--- src/servo_cmd_pkg.sv ---
// Purpose: Shared constants and types of the pulse position command front end
// Assumes: APB with 32-bit data, one aligned word per register
// Notes:   Reset values and field limits live here only
package servo_cmd_pkg;

    // Register byte offsets
    localparam logic [7:0] MODE_OFS   = 8'h00;
    localparam logic [7:0] SRC_OFS    = 8'h04;
    localparam logic [7:0] FMT_OFS    = 8'h08;
    localparam logic [7:0] PORT_OFS   = 8'h0c;
    localparam logic [7:0] INV_OFS    = 8'h10;
    localparam logic [7:0] PPR_OFS    = 8'h14;
    localparam logic [7:0] NUM_OFS    = 8'h18;
    localparam logic [7:0] DEN_OFS    = 8'h1c;
    localparam logic [7:0] DEVLIM_OFS = 8'h20;
    localparam logic [7:0] OPPR_OFS   = 8'h24;
    localparam logic [7:0] CTRL_OFS   = 8'h28;
    localparam logic [7:0] STAT_OFS   = 8'h2c;
    localparam logic [7:0] FLAG_OFS   = 8'h30;
    localparam logic [7:0] CNT_OFS    = 8'h34;

    // Reset values
    localparam logic [2:0]  MODE_RST   = 3'h0;
    localparam logic [1:0]  FMT_RST    = 2'h1;
    localparam logic [15:0] PPR_RST    = 16'h2710;
    localparam logic [15:0] NUM_RST    = 16'h0001;
    localparam logic [15:0] DEN_RST    = 16'h0001;
    localparam logic [15:0] DEVLIM_RST = 16'h7530;
    localparam logic [15:0] OPPR_RST   = 16'h09c4;

    // Accepted value limits
    localparam logic [31:0] MODE_MAX   = 32'h0000_0006;
    localparam logic [31:0] FMT_MAX    = 32'h0000_0003;
    localparam logic [31:0] BIT_MAX    = 32'h0000_0001;
    localparam logic [31:0] HALF_MAX   = 32'h0000_ffff;
    localparam logic [31:0] OPPR_MAX   = 32'h0000_ea60;

    // Feedback counts per motor revolution (17-bit encoder)
    localparam logic [17:0] FB_COUNTS  = 18'h20000;
    localparam int          ACC_W      = 49;

    // Control and flag bit positions
    localparam int CTRL_LOCK_BIT = 0;
    localparam int CTRL_SON_BIT  = 1;
    localparam int FLG_OK_BIT    = 0;
    localparam int FLG_BUSY_BIT  = 1;
    localparam int FLG_BAD_BIT   = 2;
    localparam int FLG_LCK_BIT   = 3;
    localparam int STAT_ST_LSB   = 9;

    // Highest command pulse rate in direction plus pulse form
    localparam int CLK_MHZ          = 100;
    localparam int PULSE_MAX_KHZ    = 500;
    localparam int PULSE_PERIOD_CYC = (CLK_MHZ * 1000) / PULSE_MAX_KHZ;

    typedef enum logic [2:0] {
        MD_POS     = 3'd0,
        MD_SPD     = 3'd1,
        MD_TRQ     = 3'd2,
        MD_SPD_TRQ = 3'd3,
        MD_POS_SPD = 3'd4,
        MD_POS_TRQ = 3'd5,
        MD_BATCH   = 3'd6
    } mode_e;

    typedef enum logic [2:0] {
        ST_NRDY = 3'b001,
        ST_RDY  = 3'b010,
        ST_ON   = 3'b100
    } run_e;

    // Command pulse pin pair
    typedef struct packed {
        logic a;
        logic b;
    } pls_s;

    // Front panel indicators
    typedef struct packed {
        logic ctrl_pwr;
        logic main_rdy;
        logic fault;
        logic base_blk;
        logic rot;
        logic cmd_act;
        logic done;
        logic ot_rev;
        logic ot_fwd;
    } lamps_s;

    // Whole state of the front end
    typedef struct packed {
        logic [2:0]        mode;
        logic              src;
        logic [1:0]        fmt;
        logic              port;
        logic              inv;
        logic [15:0]       ppr;
        logic [15:0]       num;
        logic [15:0]       den;
        logic [15:0]       devlim;
        logic [15:0]       oppr;
        logic              lock;
        logic              son;
        logic [3:0]        flg;
        logic              fault;
        run_e              st;
        pls_s              pin;
        logic [31:0]       cnt;
        logic [ACC_W-1:0]  acc;
        logic              fb_vld;
        logic [31:0]       fb_prev;
        logic [32:0]       out_acc;
        logic              enc_p;
        logic              enc_d;
        lamps_s            lamps;
        logic [31:0]       rdata;
    } state_s;

endpackage

--- src/servo_pulse_position_command.sv ---
// Purpose: Pulse train position command front end with gear scaling and panel status
// Assumes: Pin inputs synchronous to ref_clk; feedback is a multi-turn 17-bit count
// Notes:   Zero wait state APB slave; parameter writes are checked before storing
//
// The register offsets and the APB interface to the registers are this design's own decisions.
`timescale 1ns/1ps
`default_nettype none

module servo_pulse_position_command (
    input  wire logic                  ref_clk,
    input  wire logic                  rst_n,
    input  wire logic                  psel,
    input  wire logic                  penable,
    input  wire logic                  pwrite,
    input  wire logic [7:0]            paddr,
    input  wire logic [31:0]           pwdata,
    output logic [31:0]                prdata,
    output logic                       pready,
    output logic                       pslverr,
    input  wire servo_cmd_pkg::pls_s   cmd_lo,
    input  wire servo_cmd_pkg::pls_s   cmd_hi,
    input  wire logic                  ot_fwd_in,
    input  wire logic                  ot_rev_in,
    input  wire logic                  ctrl_pwr_in,
    input  wire logic                  main_pwr_in,
    input  wire logic                  mode_alt_in,
    input  wire logic                  speed_coin_in,
    input  wire logic                  speed_cmd_in,
    input  wire logic [31:0]           fb_pos,
    output logic                       enc_pulse_out,
    output logic                       enc_dir_out,
    output servo_cmd_pkg::lamps_s      lamps_out,
    output servo_cmd_pkg::run_e        run_state_out
);

    localparam servo_cmd_pkg::state_s S_RST = '{
        default: '0,
        mode:    servo_cmd_pkg::MODE_RST,
        fmt:     servo_cmd_pkg::FMT_RST,
        ppr:     servo_cmd_pkg::PPR_RST,
        num:     servo_cmd_pkg::NUM_RST,
        den:     servo_cmd_pkg::DEN_RST,
        devlim:  servo_cmd_pkg::DEVLIM_RST,
        oppr:    servo_cmd_pkg::OPPR_RST,
        st:      servo_cmd_pkg::ST_NRDY
    };

    // Quadrature step from previous and present pin pair: {rev, fwd}
    function automatic logic [1:0] quad_step(input logic [1:0] p, input logic [1:0] c);
        case ({p, c})
            4'b0001, 4'b0111, 4'b1110, 4'b1000: quad_step = 2'b01;
            4'b0010, 4'b1011, 4'b1101, 4'b0100: quad_step = 2'b10;
            default:                            quad_step = 2'b00;
        endcase
    endfunction

    // Counts added per command unit
    function automatic logic [17:0] step_num(input logic [15:0] ppr, input logic [15:0] num);
        step_num = (ppr != 16'h0000) ? servo_cmd_pkg::FB_COUNTS : {2'b00, num};
    endfunction

    // Command units per scaled count
    function automatic logic [15:0] step_den(input logic [15:0] ppr, input logic [15:0] den);
        step_den = (ppr != 16'h0000) ? ppr : den;
    endfunction

    // Writable parameter offsets
    function automatic logic is_param(input logic [7:0] a);
        is_param = (a[1:0] == 2'b00) && (a <= servo_cmd_pkg::OPPR_OFS);
    endfunction

    // Range check of a parameter write
    function automatic logic val_ok(input logic [7:0] a, input logic [31:0] d);
        case (a)
            servo_cmd_pkg::MODE_OFS: val_ok = d <= servo_cmd_pkg::MODE_MAX;
            servo_cmd_pkg::FMT_OFS:  val_ok = d <= servo_cmd_pkg::FMT_MAX;
            servo_cmd_pkg::SRC_OFS,
            servo_cmd_pkg::PORT_OFS,
            servo_cmd_pkg::INV_OFS:  val_ok = d <= servo_cmd_pkg::BIT_MAX;
            servo_cmd_pkg::NUM_OFS,
            servo_cmd_pkg::DEN_OFS:  val_ok = (d != 32'h0) && (d <= servo_cmd_pkg::HALF_MAX);
            servo_cmd_pkg::OPPR_OFS: val_ok = d <= servo_cmd_pkg::OPPR_MAX;
            default:                 val_ok = d <= servo_cmd_pkg::HALF_MAX;
        endcase
    endfunction

    localparam int ACC_W_L = servo_cmd_pkg::ACC_W;

    servo_cmd_pkg::state_s s;
    servo_cmd_pkg::state_s n;

    servo_cmd_pkg::pls_s   pin;
    logic [1:0]            stp;
    logic                  fwd;
    logic                  rev;
    logic                  pos_on;
    logic                  gate;
    logic [17:0]           snum;
    logic [15:0]           sden;
    logic [ACC_W_L-1:0]    fbm;
    logic [ACC_W_L-1:0]    diff;
    logic [ACC_W_L-1:0]    adiff;
    logic [31:0]           dlt;
    logic [31:0]           adlt;
    logic                  mapped;
    logic                  wr;
    logic                  w_lck;
    logic                  w_busy;
    logic                  w_bad;
    logic [3:0]            fset;
    logic [3:0]            fclr;
    logic [31:0]           rd;

    // APB answers in the access cycle; read data was captured at setup
    assign pready  = 1'b1;
    assign prdata  = s.rdata;
    assign pslverr = psel & penable & (~mapped | (pwrite & (w_lck | w_busy | w_bad)));

    assign enc_pulse_out = s.enc_p;
    assign enc_dir_out   = s.enc_d;
    assign lamps_out     = s.lamps;
    assign run_state_out = s.st;

    // Next state of the whole front end
    always_comb begin
        n = s;
        // Low or high speed pin pair
        pin = s.port ? cmd_hi : cmd_lo;
        pos_on = (s.mode == servo_cmd_pkg::MD_POS)
               | ((s.mode == servo_cmd_pkg::MD_POS_SPD) & ~mode_alt_in)
               | ((s.mode == servo_cmd_pkg::MD_POS_TRQ) & ~mode_alt_in);
        stp = quad_step({s.pin.a, s.pin.b}, {pin.a, pin.b});
        case (s.fmt)
            2'd0: begin
                fwd = stp[0];
                rev = stp[1];
            end
            2'd1: begin
                // edge counting, one edge per clock is ample at 500 kHz
                fwd = pin.a & ~s.pin.a & ~pin.b;
                rev = pin.a & ~s.pin.a & pin.b;
            end
            default: begin
                // simultaneous edges cancel, nothing is counted
                fwd = (pin.a & ~s.pin.a) & ~(pin.b & ~s.pin.b);
                rev = (pin.b & ~s.pin.b) & ~(pin.a & ~s.pin.a);
            end
        endcase
        if (s.inv) begin
            {fwd, rev} = {rev, fwd};
        end
        n.pin = pin;
        gate = pos_on & ~s.src & (s.st == servo_cmd_pkg::ST_ON);
        // forward blocked and reverse blocked by overtravel
        fwd = fwd & gate & ~ot_fwd_in;
        rev = rev & gate & ~ot_rev_in;
        // source of scale, gear ratio, feedback resolution
        snum = step_num(s.ppr, s.num);
        sden = step_den(s.ppr, s.den);
        fbm = ACC_W_L'($signed(fb_pos) * $signed({1'b0, sden}));
        diff = s.acc - fbm;
        adiff = diff[ACC_W_L-1] ? -diff : diff;
        if (s.st != servo_cmd_pkg::ST_ON) begin
            // Follow feedback while idle so enabling causes no jump
            n.acc = fbm;
        end else if (fwd) begin
            n.acc = s.acc + ACC_W_L'(snum);
        end else if (rev) begin
            n.acc = s.acc - ACC_W_L'(snum);
        end
        if (fwd) begin
            n.cnt = s.cnt + 32'h1;
        end else if (rev) begin
            n.cnt = s.cnt - 32'h1;
        end
        // Deviation beyond limit latches a fault until servo is switched off
        if (!s.son) begin
            n.fault = 1'b0;
        end else if ((s.st == servo_cmd_pkg::ST_ON)
                     && (adiff > ACC_W_L'({16'h0, s.devlim} * {16'h0, sden}))) begin
            n.fault = 1'b1;
        end
        // encoder emulation; large feedback jumps drain one pulse per clock
        dlt = fb_pos - s.fb_prev;
        adlt = dlt[31] ? -dlt : dlt;
        n.fb_prev = fb_pos;
        n.fb_vld = 1'b1;
        n.enc_p = 1'b0;
        if (s.out_acc >= {15'h0, servo_cmd_pkg::FB_COUNTS}) begin
            n.out_acc = s.out_acc - {15'h0, servo_cmd_pkg::FB_COUNTS};
            n.enc_p = 1'b1;
        end
        if (s.fb_vld && (dlt != 32'h0)) begin
            n.out_acc = n.out_acc + 33'({17'h0, s.oppr} * adlt[15:0]);
            n.enc_d = dlt[31];
        end
        if (!main_pwr_in || s.fault) begin
            n.st = servo_cmd_pkg::ST_NRDY;
        end else if (s.son) begin
            n.st = servo_cmd_pkg::ST_ON;
        end else begin
            n.st = servo_cmd_pkg::ST_RDY;
        end
        // Register access decode
        mapped = (paddr[1:0] == 2'b00) && (paddr <= servo_cmd_pkg::CNT_OFS);
        wr = psel & penable & pwrite & mapped;
        w_lck = is_param(paddr) & s.lock;
        w_busy = is_param(paddr) & ~s.lock & (s.st == servo_cmd_pkg::ST_ON);
        w_bad = is_param(paddr) & ~s.lock & (s.st != servo_cmd_pkg::ST_ON) & ~val_ok(paddr, pwdata);
        fset = '0;
        fclr = '0;
        if (wr) begin
            fset[servo_cmd_pkg::FLG_LCK_BIT] = w_lck;
            fset[servo_cmd_pkg::FLG_BUSY_BIT] = w_busy;
            fset[servo_cmd_pkg::FLG_BAD_BIT] = w_bad;
            if (is_param(paddr) && !w_lck && !w_busy && !w_bad) begin
                fset[servo_cmd_pkg::FLG_OK_BIT] = 1'b1;
                case (paddr)
                    servo_cmd_pkg::MODE_OFS: n.mode = pwdata[2:0];
                    servo_cmd_pkg::SRC_OFS:  n.src = pwdata[0];
                    servo_cmd_pkg::FMT_OFS:  n.fmt = pwdata[1:0];
                    servo_cmd_pkg::PORT_OFS: n.port = pwdata[0];
                    servo_cmd_pkg::INV_OFS:  n.inv = pwdata[0];
                    servo_cmd_pkg::PPR_OFS:  n.ppr = pwdata[15:0];
                    servo_cmd_pkg::NUM_OFS:  n.num = pwdata[15:0];
                    servo_cmd_pkg::DEN_OFS:  n.den = pwdata[15:0];
                    servo_cmd_pkg::DEVLIM_OFS: n.devlim = pwdata[15:0];
                    default:                 n.oppr = pwdata[15:0];
                endcase
            end
            if (paddr == servo_cmd_pkg::CTRL_OFS) begin
                n.lock = pwdata[servo_cmd_pkg::CTRL_LOCK_BIT];
                n.son = pwdata[servo_cmd_pkg::CTRL_SON_BIT];
            end
            if (paddr == servo_cmd_pkg::FLAG_OFS) begin
                fclr = pwdata[3:0];
            end
        end
        // New events win over a clear in the same cycle
        n.flg = (s.flg & ~fclr) | fset;
        // Panel lamps: base block and fault follow the next state, done the present one
        // base block
        n.lamps.base_blk = n.st != servo_cmd_pkg::ST_ON;
        n.lamps.done = pos_on ? ((s.st == servo_cmd_pkg::ST_ON) && (adiff < ACC_W_L'(sden))) : speed_coin_in;
        n.lamps.cmd_act = pos_on ? (fwd | rev) : speed_cmd_in;
        n.lamps.rot = s.fb_vld & (dlt != 32'h0);
        n.lamps.main_rdy = main_pwr_in;
        n.lamps.ctrl_pwr = ctrl_pwr_in;
        n.lamps.ot_fwd = ot_fwd_in;
        n.lamps.ot_rev = ot_rev_in;
        n.lamps.fault = n.fault;
        // Read data captured in the setup cycle
        case (paddr)
            servo_cmd_pkg::MODE_OFS:   rd = {29'h0, s.mode};
            servo_cmd_pkg::SRC_OFS:    rd = {31'h0, s.src};
            servo_cmd_pkg::FMT_OFS:    rd = {30'h0, s.fmt};
            servo_cmd_pkg::PORT_OFS:   rd = {31'h0, s.port};
            servo_cmd_pkg::INV_OFS:    rd = {31'h0, s.inv};
            servo_cmd_pkg::PPR_OFS:    rd = {16'h0, s.ppr};
            servo_cmd_pkg::NUM_OFS:    rd = {16'h0, s.num};
            servo_cmd_pkg::DEN_OFS:    rd = {16'h0, s.den};
            servo_cmd_pkg::DEVLIM_OFS: rd = {16'h0, s.devlim};
            servo_cmd_pkg::OPPR_OFS:   rd = {16'h0, s.oppr};
            servo_cmd_pkg::CTRL_OFS:   rd = {30'h0, s.son, s.lock};
            servo_cmd_pkg::STAT_OFS:   rd = {20'h0, s.st, s.lamps};
            servo_cmd_pkg::FLAG_OFS:   rd = {28'h0, s.flg};
            servo_cmd_pkg::CNT_OFS:    rd = s.cnt;
            default:                   rd = 32'h0;
        endcase
        if (psel && !penable) begin
            n.rdata = rd;
        end
    end

    // Single state register, synchronous reset
    always_ff @(posedge ref_clk) begin
        if (!rst_n) begin
            s <= S_RST;
        end else begin
            s <= n;
        end
    end

    property p_mode_range;
        @(posedge ref_clk) disable iff (!rst_n)
        wr && (paddr == servo_cmd_pkg::MODE_OFS) && (pwdata > servo_cmd_pkg::MODE_MAX)
        && !s.lock && (s.st != servo_cmd_pkg::ST_ON)
        |=> (s.mode == $past(s.mode)) && s.flg[servo_cmd_pkg::FLG_BAD_BIT];
    endproperty
    a_mode_range: assert property (p_mode_range) else $error("mode took a value above 6");

    property p_dir_pulse;
        @(posedge ref_clk) disable iff (!rst_n)
        (s.fmt == 2'd1) && !s.inv && gate && !ot_fwd_in && pin.a && !s.pin.a && !pin.b
        |=> s.cnt == $past(s.cnt) + 32'h1;
    endproperty
    a_dir_pulse: assert property (p_dir_pulse) else $error("direction plus pulse edge not counted");

    property p_invert;
        @(posedge ref_clk) disable iff (!rst_n)
        (s.fmt == 2'd1) && s.inv && gate && !ot_rev_in && pin.a && !s.pin.a && !pin.b
        |=> s.cnt == $past(s.cnt) - 32'h1;
    endproperty
    a_invert: assert property (p_invert) else $error("inverted pulse not counted reverse");

    property p_ppr_scale;
        @(posedge ref_clk) disable iff (!rst_n)
        (s.st == servo_cmd_pkg::ST_ON) && (s.ppr != 16'h0) && fwd
        |=> s.acc == $past(s.acc) + ACC_W_L'(servo_cmd_pkg::FB_COUNTS);
    endproperty
    a_ppr_scale: assert property (p_ppr_scale) else $error("pulse per rev scaling wrong");

    property p_gear_scale;
        @(posedge ref_clk) disable iff (!rst_n)
        (s.st == servo_cmd_pkg::ST_ON) && (s.ppr == 16'h0) && (fwd || rev)
        |=> s.acc == ($past(fwd) ? $past(s.acc) + ACC_W_L'($past(s.num))
                                 : $past(s.acc) - ACC_W_L'($past(s.num)));
    endproperty
    a_gear_scale: assert property (p_gear_scale) else $error("gear numerator not applied");

    property p_base_block;
        @(posedge ref_clk) disable iff (!rst_n)
        !s.son ##1 !s.son |=> s.lamps.base_blk;
    endproperty
    a_base_block: assert property (p_base_block) else $error("base block lamp dark while disabled");

    property p_ot_fwd;
        @(posedge ref_clk) disable iff (!rst_n)
        ot_fwd_in |=> ($signed(s.cnt) <= $signed($past(s.cnt))) && s.lamps.ot_fwd;
    endproperty
    a_ot_fwd: assert property (p_ot_fwd) else $error("forward command taken in overtravel");

    property p_busy;
        @(posedge ref_clk) disable iff (!rst_n)
        wr && is_param(paddr) && !s.lock && (s.st == servo_cmd_pkg::ST_ON)
        |-> pslverr ##1 (s.flg[servo_cmd_pkg::FLG_BUSY_BIT] && !$rose(s.flg[servo_cmd_pkg::FLG_OK_BIT]));
    endproperty
    a_busy: assert property (p_busy) else $error("write while enabled not refused");

    property p_locked;
        @(posedge ref_clk) disable iff (!rst_n)
        wr && is_param(paddr) && s.lock
        |-> pslverr ##1 (s.flg[servo_cmd_pkg::FLG_LCK_BIT] && (s.ppr == $past(s.ppr)));
    endproperty
    a_locked: assert property (p_locked) else $error("locked parameter was written");

endmodule

`default_nettype wire

--- config.mk ---
export PLATFORM = sky130hd
export DESIGN_NAME = servo_pulse_position_command
export DESIGN_NICKNAME = d
export VERILOG_FILES = /design/src/servo_cmd_pkg.sv /design/src/servo_pulse_position_command.sv
export SDC_FILE = /design/constraint.sdc
export NUM_CORES = 2
export LEC_CHECK = 0
export BUFFER_PORTS_ARGS = -buffer_cell sky130_fd_sc_hd__buf_4
export CAP_MARGIN = 20
export CORE_ASPECT_RATIO = 1.5
export CORE_UTILIZATION = 60
export CTS_CLUSTER_DIAMETER = 120
export CTS_CLUSTER_SIZE = 30
export DETAILED_ROUTE_END_ITERATION = 7
export PLACE_DENSITY = 0.8
export SLEW_MARGIN = 20
export SYNTH_ARGS = -nofsm -noshare
export SYNTH_HDL_FRONTEND = slang
export SYNTH_SLANG_ARGS = --single-unit
--- constraint.sdc ---
create_clock -name ref_clk -period 14.85 [get_ports ref_clk]
set_input_delay 2.97 -clock ref_clk [delete_from_list [all_inputs] [get_ports ref_clk]]
set_output_delay 2.97 -clock ref_clk [all_outputs]
set_load 0.01 [all_outputs]
==> metrics.csv <==
stage,metric,value,unit
floorplan,pin_count,136,
final_layout,nFillCells,8287,
final_layout,seq_area,5790,sq um
critical_path,critPathCapture,lamps_out[6],
synth,synth_top_area_share,31.0,%
grt,grt_pass1_wl,271000,microns
clock_tree,cts_tree,done,
grt,grt-ovfl-total,0,
floorplan,die_width,258,microns
synth,synth_ff_type,dfxtp_1,
clock_tree,cts_buffer_depth,3,
critical_path,critical_path_class,in -> reg,
placement,post-dp-hpwl,136000,microns
critical_path,cp.required,15.34,ns
clock_tree,cts-buffers-inserted,15,
floorplan,core_area,97200,sq um
detailed_routing,drc,4,
floorplan,rows,140,
clock_tree,cts_setup_buffers,0,
synth,synth-edff-count,0,
sta,fin_tns_setup,0,ns
final_layout,drive_gt1_share,5.99,%
sta,tightest_slew,1.18,ns
grt,antenna_found_initial,5,
detailed_routing,ant_nets,0,
floorplan,die_y,386,microns
synth,yosys.area.top_type,fa_1,
critical_path,crit_fanout,13,
clock_tree,ctsResizeCount,0,
sta,setup_viol_count_final,0,
outcome,failed_checks,design-rule violations,
outcome,outcome,finished with violations,
sta,rsz0062_at_grt,no,
grt,grt_max_degree,85,
sta,maxSlewViolCount,0,
grt,track_usage,34.6,%
synth,synthArstFlopShare,0,%
clock_tree,clk_latency,0.60,ns
synth,synthCells,7185,
detailed_routing,drt-wirelength-per-cell,20.2,microns
critical_path,critPathCaptureType,flop,
detailed_routing,firstDrtPassIters,8,
floorplan,die_area,99700,sq um
synth,synth.most_common_cell,inv_1,
min_path,hp-class,reg -> reg,
synth,syn_nets,8697,
critical_path,start_kind,primary input,
synth,ys_seq_area_share,9.80,%
sta,fmax,71.1,MHz
synth,avgSynthCellArea,8.22,sq um
synth,ys_top_cells_by_area,"fa_1 (31%), ha_1 (11%), dfxtp_1 (9.8%)",
critical_path,startpoint,fb_pos[13],
detailed_routing,vias_per_cell,6.00,
placement,portBuffers,134,
final_layout,nets,8622,
sta,post-route-period-util,94.7,%
clock_tree,cts_hold_buf,0,
detailed_routing,drtIter0Drc,3776,
final_layout,syn2layout_area_growth,4.71,%
synth,yosysWarnings,0,
critical_path,timing.rr.end,lamps_out[6],
sta,max_slew_margin,21.1,%
critical_path,crit_top_cell,o21ai_0,
clock_tree,cts_num_sinks,289,
synth,ys_top_cells_by_count,"inv_1 (1233), nand2_1 (990), fa_1 (913)",
grt,grt_pass1_vias,52400,
final_layout,multi_input_area,47100,sq um
placement,gp_congestion,1.00,
critical_path,reg2reg_from,s[271],
critical_path,cp_data_arrival_time,14.56,ns
critical_path,slowest_delay,0.64,ns
sta,skew,0.0578,ns
critical_path,cp_slowest_cell,fa_1,
detailed_routing,dr_total_vias,50400,
flow_run,drv_cap,0,
clock_tree,cts-root-buf,clkbuf_16,
synth,synth_seq_cells,289,
critical_path,r2r_slack,0.89,ns
synth,syn-cell-area,59000,sq um
critical_path,reg2regPathDepth,52,
floorplan,initial_utilization,60.7,%
sta,hold_viol,0,
detailed_routing,wl,170000,microns
clock_tree,cts.clk_slew.worst_paths,0.13,ns
synth,synth_cell_types,113,
sta,min_period,14.07,ns
clock_tree,htree_levels,1,
## layer usage
layer  part of all wire, %  up-vias  track usage [%]  wire length (microns)
li1                      -    22700                -                      -
met1                    35    24600             37.5                  58700
met2                    49     2304             61.0                  83400
met3                   7.4      811             5.10                  12600
met4                   8.9        4             26.0                  15000
met5                 0.016        -                0                     27
## cell families (layout without fill, tap and decap cells)
group | after synthesis | in the layout | share of synthesized area [%]
adders and majority gates | 1432 | 1432 | 41.9
muxes | 113 | 113 | 1.94
and+or+nand+nor | 2341 | 2341 | 18.9
buffers and inverters | 1619 | 1549 | 10.7
DFF | 289 | 289 | 9.80
xor gates and xnor gates | 304 | 304 | 4.60
AOI/OAI and AO/OA | 1086 | 1086 | 12.2
other | 1 | 2 | 0.00635
## layout by cell type (no fill, tap or decap), drive strengths merged, types with 77 or more instances in the layout
cell,n
and2,384
inv,1239
nand2b,77
nor3,85
dfxtp,289
ha,511
o21ai,191
nand3,107
xor2,114
xnor2,187
nor2b,82
a21oi,317
fa,913
nor2,383
buf,293
mux2i,103
nand2,991
a21o,97
## per-stage QoR
stage                     cells  instance area, sq um  setup slack, ns  utilization [%]  hold WS, ns
after floorplan            7185                 59000            0.199                -        0.432
after global placement     8369                 61200            0.270             63.0        0.442
after detailed placement   8369                 61200          -0.0281             63.0        0.448
after CTS                  8391                 61700            0.512             63.5        0.464
after global routing       8393                 61800           0.0199             63.6        0.485
final                      8394                 61800            0.781             63.6        0.459
## worst min-delay path by stage
| stage | end | cells after the start | slack (ns) | startpoint |
|---|---|---|---|---|
| floorplan | prdata[16] | 2 | 0.43 | prdata[16] |
| global placement | s[196] | 2 | 0.44 | s[196] |
| detailed placement | prdata[16] | 2 | 0.45 | prdata[16] |
| CTS | prdata[22] | 2 | 0.46 | prdata[22] |
| global route | prdata[30] | 2 | 0.49 | prdata[30] |
| finish | prdata[22] | 2 | 0.46 | prdata[22] |
## critical path: cells and delay by family
family                     cells  cell delay (ns)
adders and majority gates      9             4.20
xor gates and xnor gates       2             0.42
and+or+nand+nor               10             1.67
AOI/OAI and AO/OA             24             4.69
buffers and inverters          6             0.58
## registers in the layout, summed over array words and instances, names as in the netlist, named ones only
register       flops
enc_pulse_out      1
prdata            32
run_state_out      3
lamps_out          9
enc_dir_out        1
s                226
## layout make-up
| cell class | count | share of cell area, % |
|---|---|---|
| Clock inverter | 6 | 0.142 |
| Sequential cell | 289 | 9.36 |
| Antenna cell | 1 | 0.00405 |
| Timing Repair Buffer | 293 | 3.63 |
| Tap cell | 1278 | 2.59 |
| Inverter | 1234 | 7.50 |
| Clock buffer | 16 | 0.630 |
| Multi-Input combinational cell | 5277 | 76.1 |
Power is left out: the tool's default activity adds up to more than one toggle a clock period on the data nets, which glitch-free logic cannot reach.
